<file path="config.mk">
export PLATFORM = sky130hd
export DESIGN_NAME = ext_fb_hybrid_error
export DESIGN_NICKNAME = d
export VERILOG_FILES = /design/src/shared/ext_fb_pkg.sv /design/src/rtl/ext_fb_hybrid_error.sv /design/src/rtl/quad_decoder.sv /design/src/rtl/ratio_scaler.sv
export VERILOG_INCLUDE_DIRS = /design/src /design/src/shared
export SDC_FILE = /design/constraint.sdc
export NUM_CORES = 2
export LEC_CHECK = 0
export ABC_AREA = 1
export BUFFER_PORTS_ARGS = -buffer_cell sky130_fd_sc_hd__clkbuf_2
export CORE_UTILIZATION = 45
export CTS_BUF_LIST = sky130_fd_sc_hd__clkbuf_16
export CTS_CLUSTER_SIZE = 16
export DETAILED_ROUTE_END_ITERATION = 10
export HOLD_SLACK_MARGIN = 0.03
export REMOVE_ABC_BUFFERS = 1
export SLEW_MARGIN = 40
export SYNTH_ARGS = -nofsm -noshare
export SYNTH_HDL_FRONTEND = slang
export SYNTH_HIERARCHICAL = 1
export SYNTH_SLANG_ARGS = --single-unit
</file>
<file path="constraint.sdc">
create_clock -name ref_clk_in -period 17.3 [get_ports ref_clk_in]
set_input_delay 4.325 -clock ref_clk_in [delete_from_list [all_inputs] [get_ports ref_clk_in]]
set_output_delay 4.325 -clock ref_clk_in [all_outputs]
set_load 0.01 [all_outputs]
</file>
<file path="src/shared/ext_fb_defs.svh">
// Purpose: Constants for the external feedback hybrid error block
// Assumes: One 250 MHz clock, synchronous active-low reset
// Notes:   Definitions only, no logic
`ifndef EXT_FB_DEFS_SVH
`define EXT_FB_DEFS_SVH

// Control mode value that enables fully-closed operation
`define EXT_FB_MODE_FULLY_CLOSED 4'h6
// Scale type codes
`define EXT_FB_TYPE_QUAD         2'h0
`define EXT_FB_TYPE_SERIAL       2'h1
`define EXT_FB_TYPE_RESERVED     2'h2
// Field widths
`define EXT_FB_RATIO_W           21
`define EXT_FB_LIMIT_W           28
`define EXT_FB_ROT_W             7
`define EXT_FB_DELTA_W           8
`define EXT_FB_PROD_W            30
`define EXT_FB_ACC_W             56
`define EXT_FB_REV_W             24
`define EXT_FB_SPEED_W           16
// Reset values
`define EXT_FB_ACC_RST           56'h0
`define EXT_FB_ROT_RST           7'h0
`define EXT_FB_REV_RST           24'h0
`define EXT_FB_COUNT_RST         32'h0

`endif

</file>
<file path="src/shared/ext_fb_pkg.sv">
// Purpose: Types for the external feedback hybrid error block
// Assumes: Widths match ext_fb_defs.svh
// Notes:   Types only
`include "ext_fb_defs.svh"

package ext_fb_pkg;
   // Signed count change per clock
   typedef logic signed [`EXT_FB_DELTA_W-1:0] delta_t;
   // Signed hybrid error accumulator
   typedef logic signed [`EXT_FB_ACC_W-1:0]   acc_t;
   // Operating state of the checker
   typedef enum logic [1:0] {
      ST_OFF,
      ST_TRACK,
      ST_ALARM
   } fb_state_t;
endpackage

</file>
<file path="src/rtl/ext_fb_hybrid_error.sv">
// Purpose: External scale feedback decode and hybrid error check
// Assumes: All inputs synchronous to ref_clk_in, settings held steady
// Notes:   Error is kept as motor*den - scale*num, avoiding division
`timescale 1ns/1ps
`include "ext_fb_defs.svh"

module ext_fb_hybrid_error
   import ext_fb_pkg::*;
(
   input  wire logic                        ref_clk_in,                // System clock
   input  wire logic                        rstn_in,                   // Sync reset, low
   input  wire logic [3:0]                  control_mode_select_in,    // Control mode
   input  wire logic [1:0]                  scale_type_select_in,      // Scale type
   input  wire logic                        scale_direction_reverse_in, // Reverse count
   input  wire logic [`EXT_FB_RATIO_W-1:0]  scale_ratio_numerator_in,  // Ratio numerator
   input  wire logic [`EXT_FB_RATIO_W-1:0]  scale_ratio_denominator_in, // Ratio denom
   input  wire logic [`EXT_FB_LIMIT_W-1:0]  hybrid_error_limit_in,     // Overflow level
   input  wire logic [`EXT_FB_ROT_W-1:0]    hybrid_clear_rotations_in, // Clear period
   input  wire logic [`EXT_FB_RATIO_W-1:0]  motor_resolution_in,       // Counts per rev
   input  wire logic signed [`EXT_FB_DELTA_W-1:0] motor_delta_in,      // Motor change
   input  wire logic                        scale_phase_a_in,          // Quadrature A
   input  wire logic                        scale_phase_b_in,          // Quadrature B
   input  wire logic                        serial_delta_valid_in,     // Serial word valid
   input  wire logic signed [`EXT_FB_DELTA_W-1:0] serial_delta_in,     // Serial change
   input  wire logic [`EXT_FB_SPEED_W-1:0]  motor_speed_in,            // Shaft speed
   input  wire logic [`EXT_FB_SPEED_W-1:0]  motor_speed_max_in,        // Maximum speed
   output logic signed [31:0]               scale_count_out,           // Scale position
   output logic signed [`EXT_FB_ACC_W-1:0]  hybrid_error_out,          // Error times den
   output logic                             hybrid_alarm_out,          // Latched alarm
   output logic                             overspeed_error_out,       // Latched overspeed
   output logic                             hybrid_clear_out,          // Clear pulse
   output logic                             active_out                 // Checking enabled
);
   // Operating state
   fb_state_t                         state_q;        // Current state
   fb_state_t                         state_d;        // Next state
   logic                              mode_on;        // Fully-closed selected

   // Decoded scale change
   logic                              quad_up;        // Quadrature step up
   logic                              quad_down;      // Quadrature step down
   delta_t                            scale_raw;      // Change before reversal
   delta_t                            scale_delta_q;  // Registered scale change
   delta_t                            motor_delta_q;  // Registered motor change

   // Ratio terms
   logic [`EXT_FB_RATIO_W-1:0]        num_eff;        // Effective numerator
   logic [`EXT_FB_RATIO_W-1:0]        den_eff;        // Effective denominator
   logic signed [`EXT_FB_PROD_W-1:0]  motor_term;     // Motor times denominator
   logic signed [`EXT_FB_PROD_W-1:0]  scale_term;     // Scale times numerator
   logic [`EXT_FB_ACC_W-1:0]          limit_scaled_q; // Level times denominator

   // Hybrid error
   acc_t                              err_q;          // Accumulated error
   acc_t                              err_next;       // Error after this cycle
   logic [`EXT_FB_ACC_W-1:0]          err_mag;        // Magnitude of error
   logic                              over_limit;     // Magnitude above level

   // Rotation tracking
   logic signed [`EXT_FB_REV_W-1:0]   rev_pos_q;      // Travel within one rev
   logic signed [`EXT_FB_REV_W-1:0]   rev_next;       // Travel after this cycle
   logic signed [`EXT_FB_REV_W-1:0]   res_s;          // Resolution, signed
   logic                              rev_done;       // A full rev completed
   logic [`EXT_FB_ROT_W-1:0]          rot_cnt_q;      // Completed revs
   logic                              clear_now;      // Clear error this cycle

   assign mode_on = (control_mode_select_in == `EXT_FB_MODE_FULLY_CLOSED);

   // Two-phase decoder, one step per edge of either phase
   quad_decoder u_quad (
      .ref_clk_in (ref_clk_in),
      .rstn_in    (rstn_in),
      .phase_a_in (scale_phase_a_in),
      .phase_b_in (scale_phase_b_in),
      .up_out     (quad_up),
      .down_out   (quad_down)
   );

   // Pick the source by scale type
   always_comb begin
      case (scale_type_select_in)
         `EXT_FB_TYPE_QUAD: begin
            // One count per edge, so 4 Mpps is far below the clock
            scale_raw = quad_up ? 8'sh01 : (quad_down ? -8'sh01 : 8'sh00);
         end
         `EXT_FB_TYPE_SERIAL: begin
            // Whole change word per cycle covers 400 Mpps at 250 MHz
            scale_raw = serial_delta_valid_in ? serial_delta_in : 8'sh00;
         end
         default: begin
            // Reserved code counts nothing
            scale_raw = 8'sh00;
         end
      endcase
   end

   // Register scale and motor changes, reversal applied here
   always_ff @(posedge ref_clk_in) begin
      if (!rstn_in) begin
         scale_delta_q <= 8'sh00;
         motor_delta_q <= 8'sh00;
      end else if (mode_on) begin
         // Counter-clockwise shaft is positive after optional reversal
         scale_delta_q <= scale_direction_reverse_in ? -scale_raw : scale_raw;
         motor_delta_q <= motor_delta_in;
      end else begin
         // Outside fully-closed mode nothing is passed on
         scale_delta_q <= 8'sh00;
         motor_delta_q <= 8'sh00;
      end
   end

   // Scale position follows the corrected change
   always_ff @(posedge ref_clk_in) begin
      if (!rstn_in) begin
         scale_count_out <= `EXT_FB_COUNT_RST;
      end else begin
         scale_count_out <= scale_count_out + 32'(scale_delta_q);
      end
   end

   // Effective ratio terms
   always_comb begin
      // Zero numerator means motor resolution
      num_eff = (scale_ratio_numerator_in == '0) ? motor_resolution_in
                                                 : scale_ratio_numerator_in;
      // Denominator of zero is illegal, held at one for safety
      den_eff = (scale_ratio_denominator_in == '0) ? 21'h000001
                                                   : scale_ratio_denominator_in;
   end

   // Motor change weighted by the denominator
   ratio_scaler u_motor_scale (
      .delta_in    (motor_delta_q),
      .factor_in   (den_eff),
      .product_out (motor_term)
   );

   // Scale change weighted by the numerator
   ratio_scaler u_scale_scale (
      .delta_in    (scale_delta_q),
      .factor_in   (num_eff),
      .product_out (scale_term)
   );

   // Level kept in the same units as the accumulator
   always_ff @(posedge ref_clk_in) begin
      if (!rstn_in) begin
         limit_scaled_q <= `EXT_FB_ACC_RST;
      end else begin
         // Command units taken as motor encoder counts
         limit_scaled_q <= `EXT_FB_ACC_W'(hybrid_error_limit_in * den_eff);
      end
   end

   // Rotation detection on motor travel
   always_comb begin
      res_s    = `EXT_FB_REV_W'(motor_resolution_in);
      rev_next = rev_pos_q + `EXT_FB_REV_W'(motor_delta_q);
      // Either direction of travel counts as rotation
      rev_done = (res_s != '0) && ((rev_next >= res_s) || (rev_next <= -res_s));
      // Clear fires when the programmed count is reached
      clear_now = rev_done && (hybrid_clear_rotations_in != '0) &&
                  (rot_cnt_q + 7'h01 >= hybrid_clear_rotations_in);
   end

   // Travel within the current rotation
   always_ff @(posedge ref_clk_in) begin
      if (!rstn_in) begin
         rev_pos_q <= `EXT_FB_REV_RST;
      end else if (!mode_on) begin
         rev_pos_q <= `EXT_FB_REV_RST;
      end else if (rev_done) begin
         // Keep the overshoot so no counts are lost
         rev_pos_q <= (rev_next >= res_s) ? rev_next - res_s : rev_next + res_s;
      end else begin
         rev_pos_q <= rev_next;
      end
   end

   // Rotations since the last clear
   always_ff @(posedge ref_clk_in) begin
      if (!rstn_in) begin
         rot_cnt_q <= `EXT_FB_ROT_RST;
      end else if (!mode_on || clear_now) begin
         rot_cnt_q <= `EXT_FB_ROT_RST;
      end else if (rev_done && hybrid_clear_rotations_in != '0) begin
         rot_cnt_q <= rot_cnt_q + 7'h01;
      end
   end

   // Next error value and the magnitude of the current error
   always_comb begin
      err_next   = err_q + `EXT_FB_ACC_W'(motor_term) - `EXT_FB_ACC_W'(scale_term);
      err_mag    = err_q[`EXT_FB_ACC_W-1] ? `EXT_FB_ACC_W'(-err_q) : `EXT_FB_ACC_W'(err_q);
      over_limit = (err_mag > limit_scaled_q);
   end

   // Hybrid error accumulator
   always_ff @(posedge ref_clk_in) begin
      if (!rstn_in) begin
         err_q <= `EXT_FB_ACC_RST;
      end else if (!mode_on) begin
         err_q <= `EXT_FB_ACC_RST;
      end else if (clear_now) begin
         // Clearing drops this cycle's change as well
         err_q <= `EXT_FB_ACC_RST;
      end else begin
         err_q <= err_next;
      end
   end

   // Error shown outward, one cycle behind the accumulator
   always_ff @(posedge ref_clk_in) begin
      if (!rstn_in) begin
         hybrid_error_out <= `EXT_FB_ACC_RST;
         hybrid_clear_out <= 1'b0;
      end else begin
         hybrid_error_out <= err_q;
         hybrid_clear_out <= clear_now;
      end
   end

   // State transitions
   always_comb begin
      state_d = state_q;
      case (state_q)
         ST_OFF: begin
            // Start tracking once fully-closed is chosen
            if (mode_on) begin
               state_d = ST_TRACK;
            end
         end
         ST_TRACK: begin
            if (!mode_on) begin
               state_d = ST_OFF;
            end else if (over_limit) begin
               state_d = ST_ALARM;
            end
         end
         ST_ALARM: begin
            // Only reset leaves this state
            state_d = ST_ALARM;
         end
         default: begin
            state_d = ST_OFF;
         end
      endcase
   end

   // State register
   always_ff @(posedge ref_clk_in) begin
      if (!rstn_in) begin
         state_q <= ST_OFF;
      end else begin
         state_q <= state_d;
      end
   end

   // Alarm and activity outputs
   always_ff @(posedge ref_clk_in) begin
      if (!rstn_in) begin
         hybrid_alarm_out <= 1'b0;
         active_out       <= 1'b0;
      end else begin
         hybrid_alarm_out <= (state_d == ST_ALARM);
         active_out       <= mode_on;
      end
   end

   // Overspeed is judged on the shaft, not on feedback rate
   always_ff @(posedge ref_clk_in) begin
      if (!rstn_in) begin
         overspeed_error_out <= 1'b0;
      end else if (motor_speed_in > motor_speed_max_in) begin
         overspeed_error_out <= 1'b1;
      end
   end
endmodule // ext_fb_hybrid_error

</file>
<file path="src/rtl/quad_decoder.sv">
// Purpose: Times-four decoder for two-phase scale pulses
// Assumes: Phases synchronous to the clock
// Notes:   A double step between samples is dropped as invalid
`timescale 1ns/1ps
`include "ext_fb_defs.svh"

module quad_decoder (
   input  wire logic ref_clk_in,   // System clock
   input  wire logic rstn_in,      // Synchronous reset, active low
   input  wire logic phase_a_in,   // Scale phase A
   input  wire logic phase_b_in,   // Scale phase B
   output logic      up_out,       // One-cycle count-up pulse
   output logic      down_out      // One-cycle count-down pulse
);
   logic       a_q;                // Previous phase A
   logic       b_q;                // Previous phase B
   logic       moved;              // Exactly one phase changed
   logic       fwd;                // Direction of that change

   assign moved = (a_q ^ phase_a_in) ^ (b_q ^ phase_b_in);
   assign fwd   = b_q ^ phase_a_in;

   // Remember last phase pair
   always_ff @(posedge ref_clk_in) begin
      if (!rstn_in) begin
         a_q <= 1'b0;
         b_q <= 1'b0;
      end else begin
         a_q <= phase_a_in;
         b_q <= phase_b_in;
      end
   end

   // Every edge of either phase gives one step, unless both phases change together
   always_ff @(posedge ref_clk_in) begin
      if (!rstn_in) begin
         up_out   <= 1'b0;
         down_out <= 1'b0;
      end else begin
         up_out   <= moved & fwd;
         down_out <= moved & ~fwd;
      end
   end
endmodule // quad_decoder

</file>
<file path="src/rtl/ratio_scaler.sv">
// Purpose: Signed count change times an unsigned ratio factor
// Assumes: Factor below 2^21
// Notes:   Combinational, sized to avoid overflow
`timescale 1ns/1ps
`include "ext_fb_defs.svh"

module ratio_scaler (
   input  wire logic signed [`EXT_FB_DELTA_W-1:0] delta_in,    // Count change
   input  wire logic        [`EXT_FB_RATIO_W-1:0] factor_in,   // Ratio factor
   output logic      signed [`EXT_FB_PROD_W-1:0]  product_out  // Weighted change
);
   logic signed [`EXT_FB_RATIO_W:0] factor_s;   // Factor as positive signed

   assign factor_s    = {1'b0, factor_in};
   assign product_out = `EXT_FB_PROD_W'(delta_in * factor_s);
endmodule // ratio_scaler

</file>
==> impl_metrics.csv <==
group,metric,value,unit
worst_setup_path,cp_num_buf_inv,9,
cts,hold_buffers,0,
cts,ctsResizeCount,0,
yosys,yosys.area.top_type,"fa_1",
layout,drive_gt1_frac,0.0630,
cts,numCtsBuffers,35,
worst_hold_path,min_from,"state_q[0]",
worst_setup_path,startpoint_type,"input pin",
floorplan,placeableCoreArea,124000,um2
placement,dp_slack,4.18,ns
sta,clock.fmax,79.7,MHz
yosys,yosysUniqueCellTypes,57,
floorplan,die_area,126000,um2
power,p_leak,37.0,nW
cts,postCtsSetupBuffers,0,
worst_setup_path,crit_type,"input pin to flip-flop",
worst_setup_path,worstPathArrival,13.07,ns
sta,tightestPinTransition,0.889,ns
drt,drtAntennaViolNets,0,
cts,clk_pin_slew,0.06,ns
yosys,yosysTopAreaCellShare,0.278,
power,powerDensity,188,nW/um2
worst_setup_path,cp_common_cell,"inv_1",
sta,worst_slack,4.75,ns
global_routing,grt_usage,0.279,
cts,cts_max_level,2,
power,intPower,4.27,mW
layout,fin_cells,9913,
sta,relSlewSlack,0.402,
layout,fillers,12900,
floorplan,die_h,355,um
drt,drt-initial-drc-count,3554,
floorplan,die_w,355,um
worst_setup_path,worst_path_largest_cell_delay,0.92,ns
placement,numPlacedInstances,9850,
cts,clock_path_buffers,3,
power,p_sw,7.01,mW
worst_setup_path,worstPathRequired,17.82,ns
layout,final_common_cell,"inv_1",
placement,hpwl,145000,um
yosys,synth_warnings,6,
cts,clkLatencyLatePin,0.60,ns
drt,drc,0,
yosys,synth_seq_cells,250,
drt,first_pass_iters,7,
power,seqPwrFrac,0.063,
sta,period_share,0.725,
sta,hold-worst-slack,0.467,ns
floorplan,fp-row-count,129,
global_routing,met3_usage,0.0308,
flow_run,maxCapViolCount,0,
placement,gp_congestion,1.00,
global_routing,busiest_layer,"met2",
global_routing,grt_max_degree,70,
power,vdd_drop_max,0.415,mV
global_routing,use_met2,0.469,
global_routing,grt_pass1_vias,50800,
global_routing,grtUsageMet1,0.381,
yosys,synth_edf_count,0,
yosys,synth-async-reset-ratio,0,
sta,timing_hold_violations_final,0,
yosys,netlist_top_cells_area,"fa_1 28%, inv_1 15%, nand2_1 13%",
drt,routed-via-count,50000,
sta,fin_worst_skew,0.0372,ns
sta,rsz0062_at_grt,"false",
layout,fin_nets,9738,
floorplan,initial_core_util,0.454,
cts,cts_tree,"built",
global_routing,grt_pass1_wl,278000,um
yosys,ys.flop_type,"dfxtp_1",
worst_setup_path,path_max_fanout,27,
yosys,synth_area_per_cell,6.85,um2
worst_setup_path,crit_slowest_cell,"o21bai_1",
sta,final_max_slew_viol_count,0,
power,swShare,0.621,
yosys,syn_inst,8182,
global_routing,antenna_found_initial,3,
layout,final_cell_mix,"2280 x inv_1, 1933 x nand2_1, 780 x fa_1, 550 x ha_1, 543 x nor2_1",
cts,cts_sinks,250,
worst_setup_path,cp-end-kind,"flip-flop",
yosys,ys_seq_area_frac,0.0893,
worst_setup_path,critPathTopFamily,"simple AND/OR/NAND/NOR gates",
worst_setup_path,r2r-start,"scale_delta_q[7]",
sta,fin_crit,12.55,ns
worst_setup_path,setup.worst_path.start,"scale_ratio_numerator_in[17]",
cts,root_buffer,"clkbuf_16",
drt,via_per_inst,5.05,
worst_hold_path,hp-class,"flip-flop to flip-flop",
run_status,status,"finished clean",
power,p_comb_frac,0.868,
sta,finalSetupViolCount,0,
floorplan,io_pins,250,
placement,portBuffers,249,
drt,wl_per_cell,17.4,um
layout,final_util,0.485,
power,power_frac_clock,0.069,
global_routing,grt_overflow,0,
yosys,syn-cell-area,56100,um2
sta,setup_tns,0,ns
layout,area_growth_syn_to_layout,6.87,%
drt,wirelength,173000,um
[stage by stage]
stage	instance area (um2)	power (mW)
floorplan	55000	7.26
global placement	58700	10.4
detailed placement	58700	10.3
CTS	59900	11.2
global route	59900	12.5
finish	59900	11.3
[metal layers]
metal / up-vias / routed length [um]
li1: 24300 / -
met5: - / 0
met3: 226 / 10300
met1: 24000 / 77300
met4: 0 / 4850
met2: 1495 / 80300
[power groups by stage]
stage / sequential (mW) / clock (mW) / combinational, mW
global route: 0.712 / 0.827 / 11.0
detailed placement: 0.720 / 0 / 9.59
global placement: 0.719 / 0 / 9.65
floorplan: 0.709 / 0 / 6.55
finish: 0.707 / 0.783 / 9.80
CTS: 0.708 / 0.805 / 9.70
[path summary, 6_finish.rpt]
check	end	slack, ns	cells past startpoint
worst max-delay path	err_q[46]	4.75	36
worst min-delay path	state_q[0]	0.47	1
worst min register to register	state_q[0]	0.47	1
worst max register to register	err_q[46]	9.62	34
[cells by family (layout without fill, tap and decap cells)]
| group | count (synthesis) | after routing | share of synthesized area |
|---|---|---|---|
| AOI/OAI and AO/OA | 861 | 861 | 0.0864 |
| xor gates and xnor gates | 196 | 196 | 0.0306 |
| adders and majority gates | 1330 | 1330 | 0.401 |
| buffers and inverters | 2571 | 2664 | 0.174 |
| DFF | 250 | 250 | 0.0893 |
| other | 0 | 1 | 0 |
| and+or+nand+nor | 2974 | 2974 | 0.219 |
[synthesized netlist by cell type, types with 3 or more instances]
cell type / n
nand2_2: 32
buf_4: 4
o221ai_1: 5
buf_2: 22
o21a_1: 29
inv_2: 20
buf_1: 13
nor4_1: 37
nor2_1: 544
inv_1: 2279
nor2_2: 16
xnor2_1: 35
nor3_2: 9
o21bai_1: 38
clkbuf_2: 25
buf_6: 3
a21boi_0: 6
and3_1: 4
or2_2: 22
a21oi_1: 413
nand3_2: 11
o21ai_1: 8
a31oi_1: 49
nand2_1: 1934
ha_1: 550
nor2_4: 9
clkbuf_1: 204
o31ai_1: 6
a21o_1: 23
o211ai_1: 9
nand2_4: 6
nor3_1: 39
nand3_1: 224
and2_1: 9
o2111ai_1: 3
a21oi_2: 20
xor2_1: 161
dfxtp_1: 250
nand4_1: 66
a221oi_1: 6
nand3b_1: 6
o21ai_0: 231
a21boi_1: 5
fa_1: 780
[flip-flops by register name, summed over array words and instances (netlist names), 2 cells and up]
| register | cells |
|---|---|
| err_q | 56 |
| hybrid_error_out | 56 |
| limit_scaled_q | 49 |
| motor_delta_q | 8 |
| rev_pos_q | 24 |
| rot_cnt_q | 7 |
| scale_count_out | 32 |
| scale_delta_q | 8 |
| state_q | 2 |
[final cells by class]
cell class,count,area [um2],area share
Tap cell,1637,2050,0.0342
Multi-Input combinational cell,5361,41400,0.690
Clock buffer,35,876,0.0146
Antenna cell,1,2.50,0.0000418
Sequential cell,250,5010,0.0836
Clock inverter,27,355,0.00593
Timing Repair Buffer,302,1650,0.0275
Inverter,2300,8640,0.144
Power figures use the tool's default switching activity.
